$ cat src/include/vss_pkg.sv
// Package for the variable-speed setpoint supervisor
package vss_pkg;
   // -----------------------------------------------------------
   // Widths and speed figures (speed unit is 0.1 % of rated)
   // -----------------------------------------------------------
   localparam int SPD_W = 11;
   localparam logic [10:0] SPD_RATED = 11'h3E8;
   localparam logic [10:0] SET_MIN = 11'h0FA;
   localparam logic [10:0] SET_MAX = 11'h3E8;
   localparam logic [10:0] SET_RST = 11'h3E8;
   localparam logic [10:0] SPD_HYST = 11'h005;
   localparam int STOP_RPM = 60;
   localparam int RATED_RPM_DEF = 30000;
   localparam int CLK_KHZ = 200000;
   localparam int ROT_DELAY_MS = 3000;
   localparam int ROT_DELAY_CYC_DEF = ROT_DELAY_MS * CLK_KHZ;

   // -----------------------------------------------------------
   // Register map and fields
   // -----------------------------------------------------------
   localparam logic [7:0] ADDR_CTRL = 8'h00;
   localparam logic [7:0] ADDR_SETPT = 8'h04;
   localparam logic [7:0] ADDR_STAT = 8'h08;
   localparam logic [7:0] ADDR_SPEED = 8'h0C;
   localparam int CTRL_RUN = 0;
   localparam int CTRL_LOW = 1;
   localparam int CTRL_SER = 2;
   localparam logic [2:0] CTRL_RST = 3'h0;

   // -----------------------------------------------------------
   // Types
   // -----------------------------------------------------------
   typedef enum logic [3:0] {
      ST_STOP = 4'b0001,
      ST_ACC = 4'b0010,
      ST_AT = 4'b0100,
      ST_DEC = 4'b1000
   } vss_state_t;

   typedef enum logic [2:0] {
      RS_NORMAL = 3'h0,
      RS_ACCEL = 3'h1,
      RS_SLOWING = 3'h2,
      RS_STOP = 3'h3,
      RS_ALM_STOP = 3'h4,
      RS_ALM_DECEL = 3'h5,
      RS_ALM_IDLE = 3'h6
   } vss_run_t;

   // Remote connector inputs, one bit each
   typedef struct packed {
      logic lowSpeed;
      logic start;
      logic alarm;
      logic coast;
   } vss_pins_t;

   // Remote status outputs
   typedef struct packed {
      logic atSpeed;
      logic accelerating;
      logic slowingDown;
      logic rotating;
   } vss_flags_t;
endpackage : vss_pkg

$ cat src/core/vss_speed_ctrl.sv
// Variable-speed setpoint supervisor with APB register access
`timescale 1ns/1ps
`default_nettype none

module vss_speed_ctrl #(
   parameter int unsigned ROT_DELAY_CYC = vss_pkg::ROT_DELAY_CYC_DEF,
   parameter int unsigned RATED_RPM = vss_pkg::RATED_RPM_DEF
) (
   // Clock, reset, enable
   input wire logic ref_clk,
   input wire logic sys_rst,
   input wire logic clkEn,
   // APB slave
   input wire logic psel,
   input wire logic penable,
   input wire logic pwrite,
   input wire logic [7:0] paddr,
   input wire logic [31:0] pwdata,
   output logic [31:0] prdata,
   output logic pready,
   output logic pslverr,
   // Remote connector inputs and measured speed
   input wire vss_pkg::vss_pins_t remPins,
   input wire logic [10:0] measSpeed,
   // Remote status and drive outputs
   output vss_pkg::vss_flags_t remFlags,
   output vss_pkg::vss_run_t runStatus,
   output logic [10:0] driveTarget,
   output logic driveRun
);
   // -----------------------------------------------------------
   // Derived constants
   // -----------------------------------------------------------
   localparam logic [10:0] STOP_SPD =
      11'((vss_pkg::STOP_RPM * 1000) / RATED_RPM);

   // 80 % of a speed value
   function automatic logic [10:0] pct80(input logic [10:0] v);
      logic [13:0] w;
      w = {3'h0, v} * 14'h4;
      pct80 = 11'(w / 14'h5);
   endfunction : pct80

   // -----------------------------------------------------------
   // Pin synchroniser, three stages, change on stage 2/3 agree
   // -----------------------------------------------------------
   vss_pkg::vss_pins_t s1_r, s2_r, s3_r, pin_r;

   // Shift chain
   always_ff @(posedge ref_clk) begin
      if (sys_rst) begin
         s1_r <= '0;
         s2_r <= '0;
         s3_r <= '0;
      end else if (clkEn) begin
         s1_r <= remPins;
         s2_r <= s1_r;
         s3_r <= s2_r;
      end
   end

   // Filtered pin levels
   always_ff @(posedge ref_clk) begin
      if (sys_rst) begin
         pin_r <= '0;
      end else if (clkEn) begin
         for (int i = 0; i < 4; i++) begin
            if (s2_r[i] == s3_r[i]) begin
               pin_r[i] <= s3_r[i];
            end
         end
      end
   end

   // -----------------------------------------------------------
   // APB register file
   // -----------------------------------------------------------
   logic [2:0] ctrl_r;
   logic [10:0] setpt_r;
   logic apbAcc, apbWr, setOk, addrOk;
   vss_pkg::vss_state_t state_r, state_nxt;
   logic rot_r, atSpd_r, accel_r, slow_r;

   // Flag outputs gathered from one register per flag
   assign remFlags = {atSpd_r, accel_r, slow_r, rot_r};

   assign pready = clkEn;
   assign apbAcc = psel && penable && clkEn;
   assign apbWr = apbAcc && pwrite;
   assign setOk = (pwdata[31:11] == 21'h0) &&
                  (pwdata[10:0] >= vss_pkg::SET_MIN) &&
                  (pwdata[10:0] <= vss_pkg::SET_MAX);
   assign addrOk = (paddr == vss_pkg::ADDR_CTRL) ||
                   (paddr == vss_pkg::ADDR_SETPT) ||
                   (paddr == vss_pkg::ADDR_STAT) ||
                   (paddr == vss_pkg::ADDR_SPEED);

   // Error answer: unmapped address or rejected setpoint
   always_comb begin
      pslverr = 1'b0;
      if (psel && penable) begin
         pslverr = !addrOk ||
                   (pwrite && paddr == vss_pkg::ADDR_SETPT && !setOk);
      end
   end

   // Control bits: serial start, serial low select, source
   always_ff @(posedge ref_clk) begin
      if (sys_rst) begin
         ctrl_r <= vss_pkg::CTRL_RST;
      end else if (apbWr && paddr == vss_pkg::ADDR_CTRL) begin
         ctrl_r <= pwdata[2:0];
      end
   end

   // Setpoint, kept until the next valid write
   always_ff @(posedge ref_clk) begin
      if (sys_rst) begin
         setpt_r <= vss_pkg::SET_RST;
      end else if (apbWr && paddr == vss_pkg::ADDR_SETPT && setOk) begin
         setpt_r <= pwdata[10:0];
      end
   end

   // Read data, registered at the setup phase
   always_ff @(posedge ref_clk) begin
      if (sys_rst) begin
         prdata <= 32'h0;
      end else if (clkEn && psel && !penable) begin
         case (paddr)
            vss_pkg::ADDR_CTRL: prdata <= {29'h0, ctrl_r};
            vss_pkg::ADDR_SETPT: prdata <= {21'h0, setpt_r};
            vss_pkg::ADDR_STAT:
               prdata <= {21'h0, state_r, runStatus, remFlags};
            vss_pkg::ADDR_SPEED: prdata <= {21'h0, measSpeed};
            default: prdata <= 32'h0;
         endcase
      end
   end

   // -----------------------------------------------------------
   // Command selection and target speed
   // -----------------------------------------------------------
   logic serSrc, lowMode, runOn;
   logic [10:0] tgt, tgt80, tgtHi;

   assign serSrc = ctrl_r[vss_pkg::CTRL_SER];
   // Mode from pin or serial bit, live in any state
   assign lowMode = serSrc ? ctrl_r[vss_pkg::CTRL_LOW]
                           : pin_r.lowSpeed;
   assign runOn = (serSrc ? ctrl_r[vss_pkg::CTRL_RUN] : pin_r.start) &&
                  !pin_r.alarm;
   // Target: zero when stopping, else rated or setpoint
   assign tgt = !runOn ? 11'h0 :
                lowMode ? setpt_r : vss_pkg::SPD_RATED;
   assign tgt80 = pct80(tgt);
   assign tgtHi = tgt + vss_pkg::SPD_HYST;

   // -----------------------------------------------------------
   // Speed state machine, compared each cycle
   // -----------------------------------------------------------
   always_comb begin
      state_nxt = state_r;
      case (state_r)
         vss_pkg::ST_STOP: begin
            if (runOn) begin
               state_nxt = vss_pkg::ST_ACC;
            end
         end
         vss_pkg::ST_ACC: begin
            if (!runOn || measSpeed > tgtHi) begin
               state_nxt = vss_pkg::ST_DEC;
            end else if (measSpeed >= tgt80) begin
               state_nxt = vss_pkg::ST_AT;
            end
         end
         vss_pkg::ST_AT: begin
            if (!runOn || measSpeed > tgtHi) begin
               state_nxt = vss_pkg::ST_DEC;
            end else if (measSpeed < tgt80) begin
               state_nxt = vss_pkg::ST_ACC;
            end
            // Otherwise hold, even while ramping up
         end
         vss_pkg::ST_DEC: begin
            if (!runOn) begin
               if (measSpeed <= STOP_SPD) begin
                  state_nxt = vss_pkg::ST_STOP;
               end
            end else if (measSpeed < tgt80) begin
               state_nxt = vss_pkg::ST_ACC;
            end else if (measSpeed <= tgt) begin
               state_nxt = vss_pkg::ST_AT;
            end
         end
         default: state_nxt = vss_pkg::ST_STOP;
      endcase
   end

   // State register
   always_ff @(posedge ref_clk) begin
      if (sys_rst) begin
         state_r <= vss_pkg::ST_STOP;
      end else if (clkEn) begin
         state_r <= state_nxt;
      end
   end

   // Drive command; the drive ramps at its normal rates
   always_ff @(posedge ref_clk) begin
      if (sys_rst) begin
         driveTarget <= 11'h0;
         driveRun <= 1'b0;
      end else if (clkEn) begin
         driveTarget <= tgt;
         driveRun <= runOn;
      end
   end

   // -----------------------------------------------------------
   // Rotating flag: delayed set after start, clear near rest
   // -----------------------------------------------------------
   logic [31:0] rotCnt_r;
   logic rotPend_r;

   always_ff @(posedge ref_clk) begin
      if (sys_rst) begin
         rotCnt_r <= 32'h0;
         rotPend_r <= 1'b0;
         rot_r <= 1'b0;
      end else if (clkEn) begin
         if (state_r == vss_pkg::ST_STOP && state_nxt == vss_pkg::ST_ACC) begin
            rotCnt_r <= 32'h0;
            rotPend_r <= 1'b1;
         end else if (rotPend_r) begin
            rotCnt_r <= rotCnt_r + 32'h1;
            if (rotCnt_r >= 32'(ROT_DELAY_CYC - 1)) begin
               rotPend_r <= 1'b0;
               rot_r <= 1'b1;
            end
         end
         if (measSpeed <= STOP_SPD && state_nxt == vss_pkg::ST_STOP) begin
            rot_r <= 1'b0;
            rotPend_r <= 1'b0;
         end
      end
   end

   // -----------------------------------------------------------
   // Status flags and run status from the next state
   // -----------------------------------------------------------
   always_ff @(posedge ref_clk) begin
      if (sys_rst) begin
         atSpd_r <= 1'b0;
         accel_r <= 1'b0;
         slow_r <= 1'b0;
      end else if (clkEn) begin
         atSpd_r <= (state_nxt == vss_pkg::ST_AT);
         accel_r <= (state_nxt == vss_pkg::ST_ACC);
         slow_r <= (state_nxt == vss_pkg::ST_DEC);
      end
   end

   // Run status, alarm variants take precedence
   always_ff @(posedge ref_clk) begin
      if (sys_rst) begin
         runStatus <= vss_pkg::RS_STOP;
      end else if (clkEn) begin
         if (pin_r.alarm) begin
            if (state_nxt == vss_pkg::ST_STOP) begin
               runStatus <= vss_pkg::RS_ALM_STOP;
            end else if (pin_r.coast) begin
               runStatus <= vss_pkg::RS_ALM_IDLE;
            end else begin
               runStatus <= vss_pkg::RS_ALM_DECEL;
            end
         end else begin
            case (state_nxt)
               vss_pkg::ST_ACC: runStatus <= vss_pkg::RS_ACCEL;
               vss_pkg::ST_AT: runStatus <= vss_pkg::RS_NORMAL;
               vss_pkg::ST_DEC: runStatus <= vss_pkg::RS_SLOWING;
               default: runStatus <= vss_pkg::RS_STOP;
            endcase
         end
      end
   end
endmodule : vss_speed_ctrl

`default_nettype wire

$ cat config.mk
export PLATFORM = sky130hd
export DESIGN_NAME = vss_speed_ctrl
export DESIGN_NICKNAME = d
export VERILOG_FILES = /design/src/include/vss_pkg.sv /design/src/core/vss_speed_ctrl.sv
export SDC_FILE = /design/constraint.sdc
export NUM_CORES = 1
export LEC_CHECK = 0
export ABC_AREA = 1
export BUFFER_PORTS_ARGS = -buffer_cell sky130_fd_sc_hd__buf_2
export CORE_ASPECT_RATIO = 1.5
export CORE_UTILIZATION = 59
export CTS_CLUSTER_DIAMETER = 120
export DETAILED_ROUTE_END_ITERATION = 6
export PLACE_DENSITY = 0.9
export SYNTH_ARGS = -nofsm -noshare
export SYNTH_HDL_FRONTEND = slang
export SYNTH_SLANG_ARGS = --single-unit
export TNS_END_PERCENT = 100
$ cat constraint.sdc
create_clock -name ref_clk -period 11.6 [get_ports ref_clk]
set_input_delay 1.74 -clock ref_clk [delete_from_list [all_inputs] [get_ports ref_clk]]
set_output_delay 1.74 -clock ref_clk [all_outputs]
set_load 0.05 [all_outputs]
==> flow_summary.toml, run 1 <==
[drt]
first_pass_iters = 6
avgViaCountPerCell = 5.86
antenna_left = 0
wl_met3_mm = 1.64
drt_iter0_markers = 493
wl_met2_mm = 10.6
postRouteWirelength_mm = 21.9
via_count = 8396
m1WireLength_mm = 8.13
top_layer = "met4"
routedWlPerCell_um = 15.3
drc = 0

[yosys]
synth_top_area_share_pct = 25.0
synth_edf_count = 0
synth.most_common_cell = "nand2_1"
synthTopCellsByArea = "dfxtp_1, nand2_1, inv_1"
synth_area_per_cell_um2 = 6.52
yosys.cell_types.count = 56
synth_common_cells = "nand2_1, inv_1, dfxtp_1, nor2_1, a21oi_1"
ys_seq_elements = 97
synthArstFlopShare_pct = 0
yosys_warnings = 0
synth_cells = 1190
syn_area_mm2 = 0.00776
ys_seq_area_share_pct = 25.0
synth_top_area_cell = "dfxtp_1"
synth_flop_cell = "dfxtp_1"

[placement]
gp_congestion = 1.02
place_area_mm2 = 0.00822
io_buffers = 92
dp_hpwl_mm = 16.7

[power]
vdd_drop_max_mv = 0.0877
total_leakage_power_nw = 4.13
powerDensity_mw_per_mm2 = 95.5

[layout]
drive_above_1_share_pct = 18.5
fill_cells = 1108
multiInputGateArea_mm2 = 0.00493
num-nets-final = 1369
antenna_cells = 0
register_area_mm2 = 0.00194
synthToLayoutAreaGrowth_pct = 10.0
stdcell_area_mm2 = 0.00853

[sta]
slew_headroom_pct = 46.5
fin_hold_ws_ps = 464
final.setup.tns_ps = 0
hold_violations = 0
rsz0062_at_grt = "no"
fmax_ghz = 0.0950
worstMarginPinSlew_ps = 797
fin_crit_sh_pct = 90.7
slew_viol_final = 0
fin_worst_skew_ps = 11.3
finalCriticalPeriod_ps = 10520
setup_viol = 0

[clocking]
cts_resized = 0
cts.htree.levels = 3
cts_made_buffers = 9
numClockSinks = 97
cts_buffer_depth = 2
cts_root_buf = "clkbuf_16"
postCtsSetupBuffers = 0
cts_tree = "done"
cts-hold-fix-buffers = 0
clock_latency_ps = 360
clk_pin_slew_ps = 80

[global_route]
grt_pass1_wl_mm = 35.4
grt_start_max_net_pins = 50
grt_use_total_pct = 32.8
overflow = 0
antenna_found_initial = 0
grt_pass1_vias = 7816

[setup_path]
cp-end-kind = "flop"
crit_slowest_cell = "nor3_1"
critical_path_class = "flop to flop"
r2r_start = "ctrl_r[2]"
cp_max_fo = 12
crit_family = "simple AND/OR/NAND/NOR gates"
crit_arrival_ps = 10720
cp_common_cell = "nand2_1"
cp.required_ps = 11800
cp-startpoint = "ctrl_r[2]"
cp.buffers_inverters = 6
slowest_delay_ps = 650
critPathLaunchType = "flop"

[floorplan]
die_h_um = 142
start_util_pct = 60.2
num_rows = 51
die_area_mm2 = 0.0136
die_w_um = 95.6
pin_count = 114
core_area_mm2 = 0.0129

[job]
maxCapViolations = 0

[outcome]
status = "finished clean"

[hold_path]
hp-start = "prdata[8]"
min_path_type = "flop to flop"
-- per-stage QoR --
stage | util (%) | worst slack (ps) | power, mW | cells
6_report | 66.2 | 1080 | 0.815 | 1432
5_1_grt | 66.2 | 90.6 | 0.845 | 1432
4_1_cts | 66.2 | 1380 | 0.810 | 1431
3_5_place_dp | 63.8 | 1490 | 0.507 | 1415
3_3_place_gp | 63.8 | 1900 | 0.504 | 1415
2_1_floorplan | - | 3480 | 0.472 | 1210
-- logic make-up after synthesis --
kind of cell               share of synthesized area (%)
AOI/OAI and AO/OA                                   16.7
xor gates and xnor gates                            1.79
adders and majority gates                           6.45
buffers and inverters                               12.3
DFF                                                 25.0
other                                             0.0483
and+or+nand+nor                                     37.7
-- sequential cells by signal, indices dropped and copies added, names as in the netlist --
name         count
ctrl_r           3
atSpd_r          1
state_r          4
pin_r            4
driveTarget     11
s1_r             4
runStatus        3
driveRun         1
accel_r          1
setpt_r         11
slow_r           1
s2_r             4
rotCnt_r        32
rot_r            1
prdata          11
s3_r             4
rotPend_r        1
-- power breakdown --
| part | internal (mW) | leakage (nW) | switching (mW) |
|---|---|---|---|
| Clock | 0.159 | 0.153 | 0.152 |
| Sequential | 0.339 | 0.788 | 0.00481 |
| Combinational | 0.0479 | 3.19 | 0.112 |
-- layout make-up --
| cell class | instances | area share (%) |
|---|---|---|
| Tap cell | 159 | 2.33 |
| Timing Repair Buffer | 97 | 5.81 |
| Inverter | 172 | 7.64 |
| Sequential cell | 97 | 22.8 |
| Multi-Input combinational cell | 891 | 57.8 |
| Clock inverter | 6 | 0.850 |
| Clock buffer | 10 | 2.80 |
-- placed cells by master, fill, tap and decap left out, types with 5 or more instances in the layout --
cell type / n
nand2_1: 233
inv_1: 147
nor2_1: 97
dfxtp_1: 97
a21oi_1: 92
buf_2: 92
nand3_1: 85
o21ai_0: 75
nand2_2: 43
ha_1: 40
nor3_1: 31
nand4_1: 22
o211ai_1: 21
conb_1: 21
nor4_1: 20
inv_2: 19
nand2_4: 16
nand3_2: 12
xor2_1: 12
nor2_4: 10
clkbuf_16: 9
nor2_2: 8
o22ai_1: 5
-- path summary, 6_finish.rpt --
| check | endpoint | slack, ps | cells after the start |
|---|---|---|---|
| hold reg to reg | prdata[8] | 460 | 2 |
| hold / removal | prdata[8] | 460 | 2 |
| setup reg to reg | runStatus[0] | 1080 | 74 |
| setup / recovery | runStatus[0] | 1080 | 74 |
-- per-layer routing --
layer	vias to the layer above	GRT usage, %
li1	4066	-
met1	3723	35.9
met2	467	56.8
met3	140	5.82
met4	0	21.5
met5	-	0
-- tightest hold or removal path, stage by stage (launching register included) --
cell and delay (ps):
dfxtp_1 310, nand2_1 60, a21oi_1 50
No activity file was read; power rests on OpenSTA's default activity.
==> run 2: changes to the inputs <==
Settings changed: SKIP_CTS_REPAIR_TIMING set to 1.
Clock period 11.6 ns to 11.7 ns, I/O delays scaled along.
==> run 2 against run 1 <==
  * The flow now finishes with violations (DRC)
  * Sequential power about the same
  * Routed wire length is essentially flat
  * Via count decreased by 0.43%
  * Global-route usage grew 0.16 points
  * Utilization fell by 0.15 points
  * Hold slack improved by 0.88 ps
  * Non-clock buffer count fell by 1
==> flow_summary.toml, run 2 (synthesis gave the netlist of run 1 again) <==
[power]
p_int_mw = 0.534
p_sw_mw = 0.266
total_power_mw = 0.800
swShare_pct = 33.2
combPwrFrac_pct = 20.0
powerDensity_mw_per_mm2 = 94.0
vdd_drop_max_mv = 0.119
p_seq_share_pct = 42.6
total_leakage_power_nw = 4.12
power.share.clock_pct = 37.4

[sta]
hold_violations = 0
rsz0062_at_grt = "no"
finalCriticalPeriod_ps = 10300
fin_crit_sh_pct = 88.1
slew_headroom_pct = 30.9
slew_viol_final = 0
final.setup.tns_ps = 0
worstMarginPinSlew_ps = 1030
fin_worst_skew_ps = 18.1
fmax_ghz = 0.0971
setup_viol = 0

[layout]
num-nets-final = 1368
regMostFlops = "rotCnt_r"
layout_commonest_cell = "nand2_1"
drive_above_1_share_pct = 18.5
final_cell_mix = "nand2_1, inv_1, nor2_1, dfxtp_1"
synthToLayoutAreaGrowth_pct = 9.76
final_util_pct = 66.1
antenna_cells = 0
largest_reg_flops = 32

[setup_path]
cp.required_ps = 11910
cp-end-kind = "flop"
slowest_delay_ps = 570
critical_path_class = "flop to flop"
r2r_slack_ps = 1400
crit_arrival_ps = 10510
crit_slowest_cell = "nor2_1"
r2r-end = "runStatus[0]"
critPathLaunchType = "flop"
r2r_start = "pin_r[2]"
cp_common_cell = "nand2_1"
r2r_cells = 74
cp_max_fo = 12

[global_route]
grt_pass1_wl_mm = 35.1
grt_pass1_vias = 7622
overflow = 0
grt_start_max_net_pins = 50
antenna_found_initial = 0
grt_use_total_pct = 33.0

[hold_path]
hp-start = "prdata[8]"
min_to = "prdata[8]"
min_path_type = "flop to flop"
min_path_cells = 2

[floorplan]
die_w_um = 95.6
start_util_pct = 60.2
pin_count = 114
num_rows = 51
die_area_mm2 = 0.0136
die_h_um = 142
core_area_mm2 = 0.0129

[outcome]
status = "complete, but fails checks"
violations = "DRC"

[clocking]
clock_latency_ps = 360
cts_tree = "done"
cts_made_buffers = 9
numClockSinks = 97
cts_root_buf = "clkbuf_16"
cts_buffer_depth = 2
cts.htree.levels = 3
clk_pin_slew_ps = 80

[job]
maxCapViolations = 0

[drt]
via_count = 8360
drc = 11
routedWlPerCell_um = 15.3
avgViaCountPerCell = 5.84
drt_iter0_markers = 666
postRouteWirelength_mm = 21.9
first_pass_iters = 7
antenna_left = 0

[placement]
io_buffers = 92
dp_hpwl_mm = 16.6
gp_congestion = 1.00
[run 2: power groups by stage]
| stage | Combinational [mW] | Sequential (mW) | Clock, mW |
|---|---|---|---|
| 2_1_floorplan | 0.111 | 0.357 | 0 |
| 3_3_place_gp | 0.151 | 0.348 | 0 |
| 3_5_place_dp | 0.153 | 0.349 | 0 |
| 4_1_cts | 0.156 | 0.341 | 0.300 |
| 5_1_grt | 0.176 | 0.342 | 0.316 |
| 6_report | 0.160 | 0.341 | 0.299 |
[run 2: worst max-delay path: cells and delay by family (launching register included)]
| family | cells | cell delay [ps] |
|---|---|---|
| compound gates | 9 | 1410 |
| simple gates | 56 | 6750 |
| buf+inv | 6 | 710 |
| flops | 1 | 440 |
| fa+ha+maj | 3 | 800 |
[run 2: through the flow]
stage	hold WS, ps	instance area, um2	setup slack, ps	cells
global placement	450	8220	2010	1415
detailed placement	455	8220	1750	1415
global route	494	8520	197	1431
floorplan	438	7830	3580	1210
finish	465	8520	1400	1431
CTS	467	8520	1620	1431
[run 2: area by class of cell]
type / instances / area [um2]
Multi-Input combinational cell: 891 / 4930
Fill cell: 1111 / 4370
Sequential cell: 97 / 1940
Inverter: 172 / 652
Timing Repair Buffer: 96 / 490
Clock buffer: 9 / 225
Tap cell: 159 / 199
Clock inverter: 7 / 72.6
[run 2: worst max path at each step]
| stage | from | slack, ps | cells after the start | end |
|---|---|---|---|---|
| final | pin_r[2] | 1400 | 74 | runStatus[0] |
| after global placement | ctrl_r[2] | 2010 | 74 | accel_r |
| after CTS | ctrl_r[2] | 1620 | 74 | state_r[1] |
| after detailed placement | ctrl_r[2] | 1750 | 74 | runStatus[0] |
| after floorplan | ctrl_r[2] | 3580 | 75 | runStatus[0] |
| after global routing | pin_r[2] | 200 | 77 | state_r[3] |
[run 2: per-layer routing]
metal,vias to the layer above,part of all wire (%),global-route usage [%]
li1,4066,-,-
met4,0,7.2,21.3
met1,3708,36,35.7
met2,457,49,56.8
met5,-,0,0
met3,129,7.8,7.05
==> run 3: changes to the inputs <==
Settings changed: CORE_UTILIZATION 59 to 60, CTS_BUF_LIST set to sky130_fd_sc_hd__clkbuf_2, CTS_CLUSTER_SIZE set to 25, PLACE_DENSITY 0.9 to 0.91.
==> run 3 against run 2 <==
  * The flow now finishes without violations
  * Hold slack improved by 15 ps
  * Utilization increased by 0.21 points
  * Total power decreased by 16%
  * Largest power group unchanged
  * Largest cell class unchanged
  * Non-clock buffer count unchanged
  * Fmax increased by 0.54%
  * Critical endpoint is now accel_r
  * Register-to-register slack improved by 50 ps
  * Critical path depth increased by 2
==> flow_summary.toml, run 3 (synthesis gave the netlist of run 1 again) <==
[setup_path]
critPathLaunchType = "flop"
crit_arrival_ps = 10820
cp-end-kind = "flop"
cp.required_ps = 12270
crit_slowest_cell = "nor3_1"
slowest_delay_ps = 550
cp.buffers_inverters = 9
cp_common_cell = "nand2_1"
cp_max_fo = 12
critical_path_class = "flop to flop"
crit_family = "simple AND/OR/NAND/NOR gates"

[sta]
slew_viol_final = 0
final.setup.tns_ps = 0
fin_crit_sh_pct = 87.6
rsz0062_at_grt = "no"
worstMarginPinSlew_ps = 869
fin_ws_ps = 1450
slew_headroom_pct = 42.1
setup_viol = 0
finalCriticalPeriod_ps = 10250
hold_violations = 0
fmax_ghz = 0.0976
fin_worst_skew_ps = 31.4

[job]
maxCapViolations = 0

[placement]
dpl.cell_count = 1412
gp_congestion = 0.986
dp_hpwl_mm = 16.2
io_buffers = 92
pre_cts_ws_ps = 1710

[clocking]
cts_made_buffers = 9
cts.htree.levels = 3
clk_pin_slew_ps = 310
numClockSinks = 97
cts_root_buf = "clkbuf_2"
cts_buffer_depth = 2
clock_latency_ps = 630
cts_tree = "done"

[floorplan]
start_util_pct = 61.7
pin_count = 114
die_w_um = 94.9
core_area_mm2 = 0.0126
die_h_um = 141
num_rows = 50
die_area_mm2 = 0.0134

[layout]
final_cell_mix = "nand2_1, inv_1, nor2_1, dfxtp_1"
largest_reg_flops = 32
layout_commonest_cell = "nand2_1"
fin_cells = 1428
drive_above_1_share_pct = 18.5
antenna_cells = 0
synthToLayoutAreaGrowth_pct = 7.42
regMostFlops = "rotCnt_r"
num-nets-final = 1368

[power]
vdd_drop_max_mv = 0.110
total_leakage_power_nw = 4.04
total_power_mw = 0.674
powerDensity_mw_per_mm2 = 80.9

[global_route]
antenna_found_initial = 0
grt_use_total_pct = 30.8
overflow = 0
grt_pass1_vias = 7575
grt_start_max_net_pins = 53
grt_pass1_wl_mm = 33.2

[drt]
drt_iter0_markers = 525
routedWlPerCell_um = 14.3
antenna_left = 0
drc = 0
first_pass_iters = 7
via_count = 8233
avgViaCountPerCell = 5.77
postRouteWirelength_mm = 20.5

[hold_path]
min_path_type = "flop to flop"

[outcome]
status = "finished clean"
## run 3: cell types whose count changed in the layout (fill, tap and decap cells not counted), sizes merged
cell	delta
clkinvlp	+1
clkinv	-1
## run 3: worst min-delay path, cell delays in order (launching register included)
cell	delay, ps
dfxtp_1	380
nand2_1	60
a21oi_1	50
## run 3: metal layers
| layer | global-route usage [%] | vias to the layer above | routed length (um) |
|---|---|---|---|
| met5 | 0 | - | 0 |
| met4 | 17.0 | 0 | 1070 |
| met3 | 6.00 | 105 | 1420 |
| met2 | 54.7 | 378 | 10100 |
| met1 | 33.6 | 3698 | 7860 |
| li1 | - | 4052 | - |
## run 3: final timing paths
kind	start	depth (start not counted)	slack (ps)	endpoint
hold / removal	prdata[6]	2	480	prdata[6]
hold reg to reg	prdata[6]	2	480	prdata[6]
setup reg to reg	ctrl_r[2]	76	1450	accel_r
setup / recovery	ctrl_r[2]	76	1450	accel_r
## run 3: final cells by class
class                   instances  area [um2]
clock inverters                 7        75.1
multi-input cells             891        4930
flip-flops and latches         97        1940
well taps                     156         195
inverters                     172         652
fillers                      1131        4240
repair buffers                 96         490
clock buffers                   9        45.0
## run 3: through the flow
| step | area (um2) | hold slack [ps] | utilization [%] |
|---|---|---|---|
| floorplan | 7830 | 438 | - |
| detailed placement | 8210 | 455 | 65.3 |
| global placement | 8210 | 447 | 65.3 |
| finish | 8330 | 480 | 66.3 |
| CTS | 8330 | 484 | 66.3 |
| global route | 8330 | 510 | 66.3 |
## run 3: where the power goes
group	switching (mW)	total, mW	internal [mW]	leakage (nW)
Clock	0.140	0.176	0.0359	0.0708
Combinational	0.108	0.155	0.0473	3.18
Sequential	0.00475	0.343	0.339	0.788
